## src/scg_consts.svh

```systemverilog
// register offsets, field layout, reset values and counts of the sleep and
// clock gating block; assumes an APB slave with 32-bit data, 8-bit registers
`ifndef SCG_CONSTS_SVH
`define SCG_CONSTS_SVH
`define SCG_OFF_CTRL     8'h00
`define SCG_OFF_GEN      8'h04
`define SCG_OFF_ANA      8'h08
`define SCG_OFF_DIG      8'h0C
`define SCG_OFF_STAT     8'h10
`define SCG_CTRL_MASK    8'h0F
`define SCG_GEN_MASK     8'h06
`define SCG_ANA_MASK     8'h03
`define SCG_DIG_MASK     8'h5F
`define SCG_REG_RST      8'h00
`define SCG_ARM_BIT      0
`define SCG_MODE_LSB     1
`define SCG_MODE_MSB     3
`define SCG_HOLD_LAST    2'h3
`define SCG_NPER         10
`define SCG_P_ROUTING    0
`define SCG_P_RTC        1
`endif

```

## src/scg_pkg.sv

```systemverilog
// types of the sleep and clock gating block
// assumes nothing beyond a SystemVerilog compiler
package scg_pkg;
    // power state; gray along active, asleep, hold
    typedef enum logic [1:0]
    {
        SCG_ACTIVE = 2'h0,
        SCG_ASLEEP = 2'h1,
        SCG_HOLD   = 2'h3
    } scg_state_t;
    // sleep mode codes of the control register
    typedef enum logic [2:0]
    {
        SCG_IDLE          = 3'h0,
        SCG_DEEP_HALT     = 3'h2,
        SCG_COUNTER_KEPT  = 3'h3,
        SCG_OSC_KEPT      = 3'h6,
        SCG_EXT_OSC_KEPT  = 3'h7
    } scg_mode_t;
endpackage

```

## src/scg_sleep_gate.sv

```systemverilog
// sleep controller and peripheral clock gating with an APB register port
// assumes core, interrupt controller and peripherals on clk_sys, and the
// interrupt controller doing priority and vectoring on its own
`timescale 1ns/10ps
`include "scg_consts.svh"
module scg_sleep_gate
#(
    parameter logic [9:0] PRESENT = 10'h3FF // peripherals built in
)
(
    input  wire logic         clk_sys,
    input  wire logic         rst_n,
    input  wire logic [7:0]   paddr,
    input  wire logic         psel,
    input  wire logic         penable,
    input  wire logic         pwrite,
    input  wire logic [31:0]  pwdata,
    output logic [31:0]       prdata,
    output logic              pready,
    output logic              pslverr,
    input  wire logic         sleep_instr,
    input  wire logic         irq_any,
    input  wire logic         irq_port_async,
    input  wire logic         irq_addr_match,
    input  wire logic         irq_rtc,
    input  wire logic         rtc_enabled,
    input  wire logic         nvm_busy,
    output logic              cpu_halt,
    output logic              cpu_clk_en,
    output logic              nvm_clk_en,
    output logic              sys_osc_run,
    output logic              rtc_osc_run,
    output logic              wake_pulse,
    output logic [9:0]        periph_clk_en,
    output scg_pkg::scg_state_t power_state
);
    import scg_pkg::*;

    ////////////////////////////////////////////////////////////////////
    // helpers

    // true for the five defined mode codes
    function automatic logic mode_ok(input logic [2:0] m);
        mode_ok = (m == SCG_IDLE) || (m == SCG_DEEP_HALT) ||
                  (m == SCG_COUNTER_KEPT) || (m == SCG_OSC_KEPT) ||
                  (m == SCG_EXT_OSC_KEPT);
    endfunction

    // counter kept modes keep the real-time counter alive
    function automatic logic rtc_mode(input logic [2:0] m);
        rtc_mode = (m == SCG_COUNTER_KEPT) || (m == SCG_EXT_OSC_KEPT);
    endfunction

    // oscillator kept modes keep the system sources
    function automatic logic osc_mode(input logic [2:0] m);
        osc_mode = (m == SCG_OSC_KEPT) || (m == SCG_EXT_OSC_KEPT);
    endfunction

    ////////////////////////////////////////////////////////////////////
    // registers

    logic [7:0]  sleep_control;          // arm bit and mode field
    logic [7:0]  general_clock_gate;     // counter and routing gates
    logic [7:0]  analog_port_clock_gate; // converter and comparator
    logic [7:0]  digital_port_clock_gate; // timers and serial blocks
    scg_state_t  state;                  // power state
    scg_state_t  next_state;             // its next value
    logic [2:0]  sleep_mode_select;      // mode latched at entry
    logic [1:0]  hold_cnt;               // cycles spent in hold
    logic        wake_hit;               // allowed wake source seen
    logic        enter;                  // armed sleep with legal mode
    logic        bus_wr;                 // write completes this edge
    logic        bus_rd;                 // read answered next edge
    logic        hit;                    // address is mapped
    logic [7:0]  rd_byte;                // read mux
    logic [9:0]  gates;                  // gate bits per peripheral
    logic        per_on;                 // peripheral domain running
    logic        rtc_on;                 // counter domain running

    wire logic       sleep_arm = sleep_control[`SCG_ARM_BIT];
    wire logic [2:0] ctl_mode  = sleep_control[`SCG_MODE_MSB:`SCG_MODE_LSB];

    ////////////////////////////////////////////////////////////////////
    // apb slave: one wait state, answer in second access cycle

    assign bus_rd = psel && penable && !pready;
    assign bus_wr = psel && penable && pready && pwrite;

    // address decode and read mux
    always_comb
    begin
        hit     = 1'b1;
        rd_byte = 8'h00;
        case (paddr)
            `SCG_OFF_CTRL: rd_byte = sleep_control;
            `SCG_OFF_GEN:  rd_byte = general_clock_gate;
            `SCG_OFF_ANA:  rd_byte = analog_port_clock_gate;
            `SCG_OFF_DIG:  rd_byte = digital_port_clock_gate;
            `SCG_OFF_STAT: rd_byte = {3'h0, sleep_mode_select, state};
            default:       hit = 1'b0;
        endcase
    end

    // pready pulses for one cycle per access
    always_ff @(posedge clk_sys)
    begin
        if (!rst_n)
        begin
            pready  <= 1'b0;
            pslverr <= 1'b0;
            prdata  <= 32'h0000_0000;
        end
        else
        begin
            pready  <= bus_rd;
            pslverr <= bus_rd && !hit;
            // unmapped reads answer zero with an error
            prdata  <= bus_rd ? {24'h00_0000, rd_byte} : 32'h0000_0000;
        end
    end

    // register writes; reserved bits are never stored
    always_ff @(posedge clk_sys)
    begin
        if (!rst_n)
        begin
            sleep_control           <= `SCG_REG_RST;
            general_clock_gate      <= `SCG_REG_RST;
            analog_port_clock_gate  <= `SCG_REG_RST;
            digital_port_clock_gate <= `SCG_REG_RST;
        end
        else if (bus_wr)
        begin
            case (paddr)
                `SCG_OFF_CTRL: sleep_control <= pwdata[7:0] & `SCG_CTRL_MASK;
                `SCG_OFF_GEN:  general_clock_gate <= pwdata[7:0] & `SCG_GEN_MASK;
                `SCG_OFF_ANA:  analog_port_clock_gate <= pwdata[7:0] & `SCG_ANA_MASK;
                `SCG_OFF_DIG:  digital_port_clock_gate <= pwdata[7:0] & `SCG_DIG_MASK;
                default:       ;
            endcase
        end
    end

    ////////////////////////////////////////////////////////////////////
    // sleep sequencing

    // armed and legal code; reserved codes make the instruction a no-op
    assign enter = sleep_instr && sleep_arm && mode_ok(ctl_mode);

    // wake sources allowed by the latched mode
    always_comb
    begin
        case (sleep_mode_select)
            SCG_IDLE:
                wake_hit = irq_any;
            SCG_COUNTER_KEPT, SCG_EXT_OSC_KEPT:
                wake_hit = irq_port_async || irq_addr_match ||
                           (irq_rtc && rtc_enabled);
            default:
                wake_hit = irq_port_async || irq_addr_match;
        endcase
    end

    // state transitions
    always_comb
    begin
        next_state = state;
        case (state)
            SCG_ACTIVE:
                if (enter)
                    next_state = SCG_ASLEEP;
            SCG_ASLEEP:
                // interrupt stays pending; controller serves it by priority
                if (wake_hit)
                    next_state = SCG_HOLD;
            SCG_HOLD:
                if (hold_cnt == `SCG_HOLD_LAST)
                    next_state = SCG_ACTIVE;
            default:
                next_state = SCG_ACTIVE;
        endcase
    end

    // state register; reset in sleep restarts awake, registers cleared
    always_ff @(posedge clk_sys)
    begin
        if (!rst_n)
            state <= SCG_ACTIVE;
        else
            state <= next_state;
    end

    // mode latched at entry so a stray write cannot shift it
    always_ff @(posedge clk_sys)
    begin
        if (!rst_n)
            sleep_mode_select <= SCG_IDLE;
        else if (state == SCG_ACTIVE && enter)
            sleep_mode_select <= ctl_mode;
    end

    // hold counter, zero on entry
    always_ff @(posedge clk_sys)
    begin
        if (!rst_n)
            hold_cnt <= 2'h0;
        else if (state == SCG_HOLD)
            hold_cnt <= hold_cnt + 2'h1;
        else
            hold_cnt <= 2'h0;
    end

    ////////////////////////////////////////////////////////////////////
    // clock domains; next-state based so outputs track the state

    logic [2:0] nm;  // mode seen by the output flops
    logic       nsl; // going to be asleep
    assign nm  = (state == SCG_ACTIVE) ? ctl_mode : sleep_mode_select;
    assign nsl = (next_state == SCG_ASLEEP);

    // peripheral domain only in active, hold and idle
    assign per_on = !nsl || (nm == SCG_IDLE);
    assign rtc_on = per_on || (rtc_mode(nm) && rtc_enabled);

    // gate bits in peripheral index order; absent ones masked off
    assign gates = {digital_port_clock_gate[6], digital_port_clock_gate[4:0],
                    analog_port_clock_gate[1:0], general_clock_gate[2:1]}
                   & PRESENT;

    // clock enables; a gated peripheral keeps its flops frozen
    always_ff @(posedge clk_sys)
    begin
        if (!rst_n)
        begin
            cpu_halt      <= 1'b0;
            cpu_clk_en    <= 1'b1;
            nvm_clk_en    <= 1'b1;
            sys_osc_run   <= 1'b1;
            rtc_osc_run   <= 1'b1;
            wake_pulse    <= 1'b0;
            periph_clk_en <= 10'h3FF;
            power_state   <= SCG_ACTIVE;
        end
        else
        begin
            cpu_halt    <= (next_state != SCG_ACTIVE);
            cpu_clk_en  <= !nsl;
            // programming in progress is let finish
            nvm_clk_en  <= !nsl || nvm_busy;
            sys_osc_run <= !nsl || (nm == SCG_IDLE) || osc_mode(nm);
            rtc_osc_run <= rtc_on;
            wake_pulse  <= (state == SCG_ASLEEP) && wake_hit;
            power_state <= next_state;
            for (int i = 0; i < `SCG_NPER; i++)
            begin
                // clearing a gate restores the clock, state untouched
                if (i == `SCG_P_RTC)
                    periph_clk_en[i] <= rtc_on && !gates[i];
                else
                    periph_clk_en[i] <= per_on && !gates[i];
            end
        end
    end
endmodule

```

## config.mk

```make
export PLATFORM = sky130hd
export DESIGN_NAME = scg_sleep_gate
export DESIGN_NICKNAME = d
export VERILOG_FILES = /design/src/scg_pkg.sv /design/src/scg_sleep_gate.sv
export VERILOG_INCLUDE_DIRS = /design/src
export SDC_FILE = /design/constraint.sdc
export NUM_CORES = 1
export LEC_CHECK = 0
export BUFFER_PORTS_ARGS = -buffer_cell sky130_fd_sc_hd__buf_4
export CAP_MARGIN = 20
export CORE_ASPECT_RATIO = 1.2
export CORE_MARGIN = 4
export CORE_UTILIZATION = 41
export DETAILED_ROUTE_END_ITERATION = 10
export HOLD_SLACK_MARGIN = 0.08
export PLACE_DENSITY = 0.75
export SYNTH_ARGS = -nofsm -noshare
export SYNTH_HDL_FRONTEND = slang
export SYNTH_SLANG_ARGS = --single-unit
```

## constraint.sdc

```tcl
create_clock -name clk_sys -period 1.99 [get_ports clk_sys]
set_clock_uncertainty 0.05 [all_clocks]
set_input_delay 0.398 -clock clk_sys [delete_from_list [all_inputs] [get_ports clk_sys]]
set_output_delay 0.398 -clock clk_sys [all_outputs]
set_load 0.005 [all_outputs]
```

# --- Word-level counts from Yosys, hierarchy flattened ---
# Cells that the tools add are included.
word_totals:
  reg_bits: 71
  input_bits: 52
  out_inout_bits: 52
  word_cells: 104
classes:
  addsub: 1
  eq_ne: 17
  n_mux: 8
  reduce_logical: 60
ops:
  columns: ["op", "count"]
  rows:
  - ["case mux 7 bit (5 select lines)", 1]
  - ["logical AND 1 bit", 21]
  - ["equality test 8 x 4 -> 1 bit (second input constant)", 2]
  - ["equality test 3 bit (second input constant)", 5]
  - ["logical NOT 1 bit", 13]
  - ["equality test 3 x 2 -> 1 bit (second input constant)", 4]
  - ["logical OR 1 bit", 12]
  - ["AND reduction 2 bit", 6]
  - ["logical NOT 3 bit", 3]
  - ["equality test 8 x 3 -> 1 bit (second input constant)", 1]
  - ["equality test 8 x 5 -> 1 bit (second input constant)", 1]
  - ["logical NOT 8 bit", 1]
  - ["two-way mux 2 bit", 3]
  - ["case mux 2 bit (3 select lines)", 1]
  - ["OR reduction 5 bit", 1]
  - ["equality test 2 x 1 -> 1 bit (second input constant)", 2]
  - ["equality test 2 bit (second input constant)", 2]
  - ["two-way mux 3 bit", 1]
  - ["adder 2 x 1 -> 2 bit (second input constant)", 1]
  - ["logical NOT 2 bit", 1]
  - ["case mux 1 bit (2 select lines)", 1]
  - ["nonzero test 2 bit", 1]
  - ["OR reduction 2 bit", 1]
  - ["two-way mux 1 bit", 1]

# --- Longest topological paths before layout ---
# Gate-level depths: netlist of the first run.
depth:
  depth_word: 13
  ltp_mapped: 6

# --- Worst setup path after synthesis of the first run ---
# Ideal clock, no wire load.
synth_path:
  kind: "input to register"
  start: "in paddr[7]"
  end: "reg sleep_control[0]"
  setup_time_ns: 0.121
  arrival_time_ns: 1.785
  t_required_ns: 1.819
  path_slack_ns: 0.034
  path_stages: 5
  n_path_buf: 1
  cell_sequence: "or4_4 or4_4 buf_6 o21ai_1 a21oi_1"
synth_between:
  elab_chain_len: 2
synth_lines:
  columns: ["item", "line_no", "rtl"]
  rows:
  - ["start, declared", "scg_sleep_gate.sv:13", "input wire logic [7:0] paddr,"]
  - ["logical NOT 8 bit", "scg_sleep_gate.sv:134", "case (paddr)"]
  - ["AND reduction 2 bit (no source line)", null, null]
  - ["end signal, assigned", "scg_sleep_gate.sv:127", "sleep_control <= `SCG_REG_RST;"]
  - ["end signal, assigned", "scg_sleep_gate.sv:135", "`SCG_OFF_CTRL: sleep_control <= pwdata[7:0] & `SCG_CTRL_MASK;"]
  - ["end, declared", "scg_sleep_gate.sv:62", "logic [7:0] sleep_control;"]
# No other way between the ends.
# A chain may end at the register's enable or synchronous reset.

# --- Worst setup path after layout of the first run ---
layout_path:
  start: "in paddr[7]"
  end: "reg general_clock_gate[1]"
layout_between:
  elab_chain_len: 2
layout_lines:
  columns: ["item", "line_no", "rtl"]
  rows:
  - ["equality test 8 x 3 -> 1 bit", "scg_sleep_gate.sv:134", null]
  - ["AND reduction 2 bit (no source line)", null, null]
  - ["end signal, assigned", "scg_sleep_gate.sv:128", "general_clock_gate <= `SCG_REG_RST;"]
  - ["end signal, assigned", "scg_sleep_gate.sv:136", "`SCG_OFF_GEN: general_clock_gate <= pwdata[7:0] & `SCG_GEN_MASK;"]
  - ["end, declared", "scg_sleep_gate.sv:63", "logic [7:0] general_clock_gate;"]
# No other way between the ends.

==> out/metrics.yaml, run 1 <==
ff_latch_area_um2: 901
synth-warning-count: 0
first_global_vias: 1651
multi_input_comb_area_um2: 953
grt_start_max_net_pins: 17
cts_post_setup_buffers_inserted: 0
cts.reportedPaths.clkPinSlew_ns: 0.09
yosys_most_used_dff: "sky130_fd_sc_hd__dfxtp_1"
power.leakage_nw: 1.02
endpoint_kind: "register"
worst_ir_drop_vdd_mv: 0.342
num_rows: 27
pre_cts_ws_ns: -0.128
critPathMaxFanout: 14
timing_worst_slew_pin_value_ns: 0.523
layout.filler_cells: 441
rsz0062_at_grt: "no"
drt_first_iter_violations: 75
synth_cell_types: 47
cpPeakStageDelay_ns: 0.60
resized_gates_after_cts: 0
place_congestion: 0.864
cp.required_ns: 2.12
post_layout_utilization_of_the_core_pct: 53.2
clkLatencyLatePin_ns: 0.30
finalCritPeriodShare_pct: 91.7
timing.final.ws_setup_ns: 0.165
fin_crit_ns: 1.83
worst-endpoint-arrival_ns: 1.95
synth-edff-count: 0
clockRootBuffer: "sky130_fd_sc_hd__clkbuf_8"
clock_sinks: 45
avgSynthCellArea_um2: 8.98
nets: 338
synthDominantAreaCellType: "sky130_fd_sc_hd__dfxtp_1"
critical_path_class: "in2reg"
sequential_to_total_area_share_from_yosys_stat_pct: 43.8
timing.hold.worst.class: "in2reg"
worstPathBufferInverterCount: 1
drt_pre_antenna_iters: 4
max_clock_freq_ghz: 0.548
die_height_um: 85.6
tritoncts: "yes"
status: "finished, final reports clean"
setup-tns-final_ns: 0
numPortBuffers: 51
dpl.hpwl_um: 3410
antenna_violation_net_count_after_detailed_routing: 0
syn_inst_count: 229
drv_slew: 0
async_reset_ff_share_pct: 0
grt_pass1_wl_um: 7430
clock_tree.buffer_depth: 2
gr-total-overflow: 0
cts_hold_buf: 0
critical_path.startpoint: "paddr[7]"
worstHoldStart: "nvm_busy"
cpMaxStageDelayCell: "sky130_fd_sc_hd__or4_4"
r2r-start: "sleep_mode_select[0]$_SDFFE_PN0P_"
placed_cell_area_um2: 2430
effective_utilization_at_floorplan_pct: 43.5
post_drt_via_cell_ratio: 5.17
timing.slew.headroom_pct: 64.7
finalHoldViolCount: 0
grt_antenna_before_repair: 0
numCtsBuffers: 5
yosysTopAreaCellShare_pct: 43.8
post-route-drc-count: 0
synth.most_common_cell: "sky130_fd_sc_hd__dfxtp_1"
synthTopCellsByArea: "sky130_fd_sc_hd__dfxtp_1, sky130_fd_sc_hd__buf_4, sky130_fd_sc_hd__a21oi_1"
die-width_um: 72.6
total_die_area_um2: 6220
routed_wl_um: 4660
critical_path.most_common_cell: "sky130_fd_sc_hd__or4_4"
cpLargestDelayFamily: "simple AND/OR/NAND/NOR gates"
crit_chain: "buf_4 > or4_4 > or4_4 > o21ai_0 > a21oi_1"
vias: 1775
design.portCount: 104
route.detailed.wl_per_inst_um: 13.6
layout.cell_area.non_filler_um2: 2520
ctsHtreeMaxLevel: 2
grt_use_total_pct: 15.0
flip_flop_and_latch_count_after_synthesis: 45
power_per_cell_area_nw_per_um2: 657
setup_violations: 0
fin_worst_hold_slack_ns: 0.236
worst_setup_path_start_kind: "input port"
cap_violations: 0
number_of_antenna_cells_inserted: 0
design.core.area_um2: 4730
netlist_top_cells_count: "sky130_fd_sc_hd__dfxtp_1, sky130_fd_sc_hd__a21oi_1, sky130_fd_sc_hd__buf_4"
final_layout_size_suffix_gt1_share_pct: 27.4
area.growth.synth_to_final_pct: 22.5
synthesis.area_um2: 2060
-- worst paths after layout --
check                                             to  slack [ns]  cells after the start
setup / recovery  general_clock_gate[1]$_SDFFE_PN0P_        0.16                      5
hold / removal                 nvm_clk_en$_SDFF_PN1_        0.24                      2
setup reg to reg         periph_clk_en[1]$_SDFF_PN1_        0.25                      5
hold reg to reg               hold_cnt[0]$_SDFF_PN0_        0.38                      1
-- registers in the layout, indices dropped and copies added (netlist names), 2 cells and up --
signal / count
hold_cnt: 2
sleep_mode_select: 3
periph_clk_en: 10
sleep_control: 4
power_state: 2
general_clock_gate: 2
prdata: 6
analog_port_clock_gate: 2
digital_port_clock_gate: 6
-- cells by family (layout without fill, tap and decap cells) --
kind of cell | count (synthesis) | after routing | synth area share (%)
buf+inv | 44 | 75 | 14.4
simple gates | 66 | 66 | 19.6
compound gates | 69 | 69 | 19.3
fa+ha+maj | 1 | 1 | 0.609
flops | 45 | 45 | 43.8
other cells | 1 | 26 | 0.182
mux | 3 | 3 | 2.13
-- area by class of cell --
cell class	instances	share of cell area (%)
clock buffers	6	3.28
clock inverters	1	0.298
inverters	6	0.895
multi-input cells	165	37.9
flip-flops and latches	45	35.8
well taps	58	2.88
repair buffers	62	19.0
-- routing by layer --
| metal | global-route usage, % | part of all wire (%) | vias up |
|---|---|---|---|
| li1 | - | - | 875 |
| met1 | 17.4 | 42 | 821 |
| met2 | 25.5 | 49 | 66 |
| met3 | 3.75 | 6.8 | 13 |
| met4 | 6.88 | 2.4 | 0 |
| met5 | 0 | 0 | - |
-- metrics by stage --
| stage | std cells | power (W) |
|---|---|---|
| after floorplan | 254 | 0.00106 |
| after global placement | 336 | 0.00110 |
| after detailed placement | 336 | 0.00110 |
| after CTS | 343 | 0.00167 |
| after global routing | 343 | 0.00172 |
| final | 343 | 0.00165 |
-- power by group --
part	switching (W)	internal (W)	total (W)
sequential	0.00000911	0.000912	0.000922
clock	0.000298	0.000275	0.000573
combinational	0.0000855	0.0000743	0.000160
-- placed cells by master (no fill, tap or decap), types with 3 or more instances in the layout --
| cell type | count |
|---|---|
| sky130_fd_sc_hd__a21oi_1 | 29 |
| sky130_fd_sc_hd__conb_1 | 26 |
| sky130_fd_sc_hd__o22ai_1 | 5 |
| sky130_fd_sc_hd__nor2b_1 | 5 |
| sky130_fd_sc_hd__o21ai_1 | 9 |
| sky130_fd_sc_hd__nand3_1 | 11 |
| sky130_fd_sc_hd__nor2_1 | 9 |
| sky130_fd_sc_hd__nand2_1 | 12 |
| sky130_fd_sc_hd__a22oi_1 | 3 |
| sky130_fd_sc_hd__dfxtp_1 | 45 |
| sky130_fd_sc_hd__clkbuf_8 | 6 |
| sky130_fd_sc_hd__inv_1 | 6 |
| sky130_fd_sc_hd__nand4b_1 | 5 |
| sky130_fd_sc_hd__o21ai_0 | 9 |
| sky130_fd_sc_hd__buf_4 | 61 |
| sky130_fd_sc_hd__and2_1 | 4 |
(Power assumes the default switching activity.)
==> inputs of run 2 (changes only) <==
--- a/config.mk
+++ b/config.mk
@@ -10,10 +10,11 @@
 export CAP_MARGIN = 20
 export CORE_ASPECT_RATIO = 1.2
 export CORE_MARGIN = 4
-export CORE_UTILIZATION = 41
+export CORE_UTILIZATION = 42
+export CTS_BUF_LIST = sky130_fd_sc_hd__clkbuf_4 sky130_fd_sc_hd__clkbuf_8
 export DETAILED_ROUTE_END_ITERATION = 10
 export HOLD_SLACK_MARGIN = 0.08
-export PLACE_DENSITY = 0.75
+export PLACE_DENSITY = 0.77
 export SYNTH_ARGS = -nofsm -noshare
 export SYNTH_HDL_FRONTEND = slang
 export SYNTH_SLANG_ARGS = --single-unit
==> run 2 against run 1 <==
  * Non-clock buffer count increased by 1
  * Clock power is essentially flat
  * Critical path type is now reg2reg
  * Final cell count up 0.29%
  * Critical path depth unchanged
  * Combinational power rose by 2%
  * Power increased by 0.42%
  * Register-to-register slack got worse by 0.10 ns
==> out/metrics.yaml, run 2 (synthesis results as in run 1) <==
route.detailed.wl_per_inst_um: 13.8  # +1.3%
rsz0062_at_grt: "no"
reg2reg_slack_ns: 0.15  # -0.10 ns
pre_cts_ws_ns: -0.151  # -0.0221 ns
cp.required_ns: 2.17  # +0.05 ns
cpMaxStageDelayCell: "sky130_fd_sc_hd__or4b_2"
area.growth.synth_to_final_pct: 22.8
status: "finished, final reports clean"
cts_post_setup_buffers_inserted: 0  # unchanged
tritoncts: "yes"
numPortBuffers: 51  # unchanged
place_congestion: 0.813  # -5.9%
critical_path_class: "reg2reg"
ctsHtreeMaxLevel: 2  # unchanged
fin_crit_ns: 1.84  # +0.0148 ns
finalHoldViolCount: 0  # unchanged
cap_violations: 0  # unchanged
crit_chain: "or4b_2 > o211ai_1 > a211oi_1 > buf_4 > a21oi_1"
grt_antenna_before_repair: 0  # unchanged
timing.slew.headroom_pct: 63.8  # -0.86 points
setup_violations: 0  # unchanged
die-width_um: 71.9  # -1.1%
endpoint_kind: "register"
nets: 339  # +0.30%
timing.hold.worst.class: "in2reg"
finalCritPeriodShare_pct: 92.5  # +0.75 points
clock_tree.buffer_depth: 2  # unchanged
worstPathBufferInverterCount: 1  # unchanged
r2r-start: "sleep_mode_select[1]$_SDFFE_PN0P_"
first_global_vias: 1661  # +0.61%
final_layout_size_suffix_gt1_share_pct: 27.6  # +0.25 points
antenna_violation_net_count_after_detailed_routing: 0  # unchanged
clock_sinks: 45  # unchanged
drt_pre_antenna_iters: 4  # unchanged
design.portCount: 104  # unchanged
drv_slew: 0  # unchanged
dpl.hpwl_um: 3450  # +1.3%
fin_worst_hold_slack_ns: 0.234  # -0.00233 ns
vias: 1796  # +1.2%
cpLargestDelayFamily: "simple AND/OR/NAND/NOR gates"
mostFrequentLayoutCell: "sky130_fd_sc_hd__buf_4"
gr-total-overflow: 0  # unchanged
setup-tns-final_ns: 0  # unchanged
post-route-drc-count: 0  # unchanged
cts_hold_buf: 0  # unchanged
power.leakage_nw: 1.02  # +0.36%
layout.filler_cells: 476  # +7.9%
timing_worst_slew_pin_value_ns: 0.536  # +0.0128 ns
reg.largest.list: "periph_clk_en x10, digital_port_clock_gate x6, prdata x6"
cpPeakStageDelay_ns: 0.66  # +0.06 ns
routed_wl_um: 4740  # +1.6%
clockRootBuffer: "sky130_fd_sc_hd__clkbuf_8"
timing.final.ws_setup_ns: 0.150  # -0.0148 ns
number_of_antenna_cells_inserted: 0  # unchanged
critical_path.startpoint: "sleep_mode_select[1]$_SDFFE_PN0P_"
post_drt_via_cell_ratio: 5.22  # +0.89%
grt_use_total_pct: 15.7  # +0.76 points
effective_utilization_at_floorplan_pct: 44.1  # +0.63 points
worst_setup_path_start_kind: "register"
die_height_um: 84.6  # -1.1%
cts.reportedPaths.clkPinSlew_ns: 0.08  # about the same
largest_reg_flops: 10  # unchanged
total_die_area_um2: 6080  # -2.1%
drt_first_iter_violations: 76  # +1.3%
power_per_cell_area_nw_per_um2: 658  # +0.12%
worst_ir_drop_vdd_mv: 0.317  # -7.3%
grt_pass1_wl_um: 7670  # +3.1%
critPathMaxFanout: 10  # -4
grt_start_max_net_pins: 17  # unchanged
worst-endpoint-arrival_ns: 2.02  # +0.07 ns
final_cell_mix: "sky130_fd_sc_hd__buf_4, sky130_fd_sc_hd__dfxtp_1, sky130_fd_sc_hd__a21oi_1"
clkLatencyLatePin_ns: 0.30  # about the same
num_rows: 27  # unchanged
resized_gates_after_cts: 0  # unchanged
power.total_w: 0.00166  # +0.42%
max_clock_freq_ghz: 0.543  # -0.81%
design.core.area_um2: 4660  # -1.4%
largest_register: "periph_clk_en"
numCtsBuffers: 5  # unchanged
worstHoldStart: "nvm_busy"
-- run 2: through the flow --
stage          util [%]  std cells  area [um^2]
6_report           54.2        344         2520
5_1_grt            54.2        344         2520
4_1_cts            54.2        344         2520
2_1_floorplan         -        254         2150
3_5_place_dp       52.2        337         2430
3_3_place_gp       52.2        337         2430
-- run 2: layer usage --
layer  vias up  wire (um)  GRT usage (%)
met1       822       1950           18.9
met3        11        411           3.83
met4         0        110           6.32
li1        876          -              -
met5         -          0              0
met2        87       2260           26.6
-- run 2: power by group --
part	internal (W)	switching [W]	leakage, nW
clock	0.000274	0.000301	0.0433
combinational	0.0000783	0.0000853	0.617
sequential	0.000912	0.00000949	0.364
total	0.00127	0.000396	1.02
-- run 2: worst register-to-register path: stages, from the launching register on --
cell	delay, ns
sky130_fd_sc_hd__dfxtp_1	0.39
sky130_fd_sc_hd__or4b_2	0.66
sky130_fd_sc_hd__o211ai_1	0.15
sky130_fd_sc_hd__a211oi_1	0.16
sky130_fd_sc_hd__buf_4	0.22
sky130_fd_sc_hd__a21oi_1	0.15
-- run 2: path summary, 6_finish.rpt --
path / to / cells after the start
hold / removal: nvm_clk_en$_SDFF_PN1_ / 2
setup reg to reg: periph_clk_en[6]$_SDFF_PN1_ / 5
hold reg to reg: hold_cnt[0]$_SDFF_PN0_ / 1
setup / recovery: periph_clk_en[6]$_SDFF_PN1_ / 5
-- run 2: layout make-up --
class,instances,area (um^2),area share [%]
multi-input cells,165,953,37.8
inverters,6,22.5,0.892
well taps,58,72.6,2.87
flip-flops and latches,45,901,35.7
clock inverters,1,7.51,0.297
clock buffers,6,82.6,3.27
repair buffers,63,485,19.2
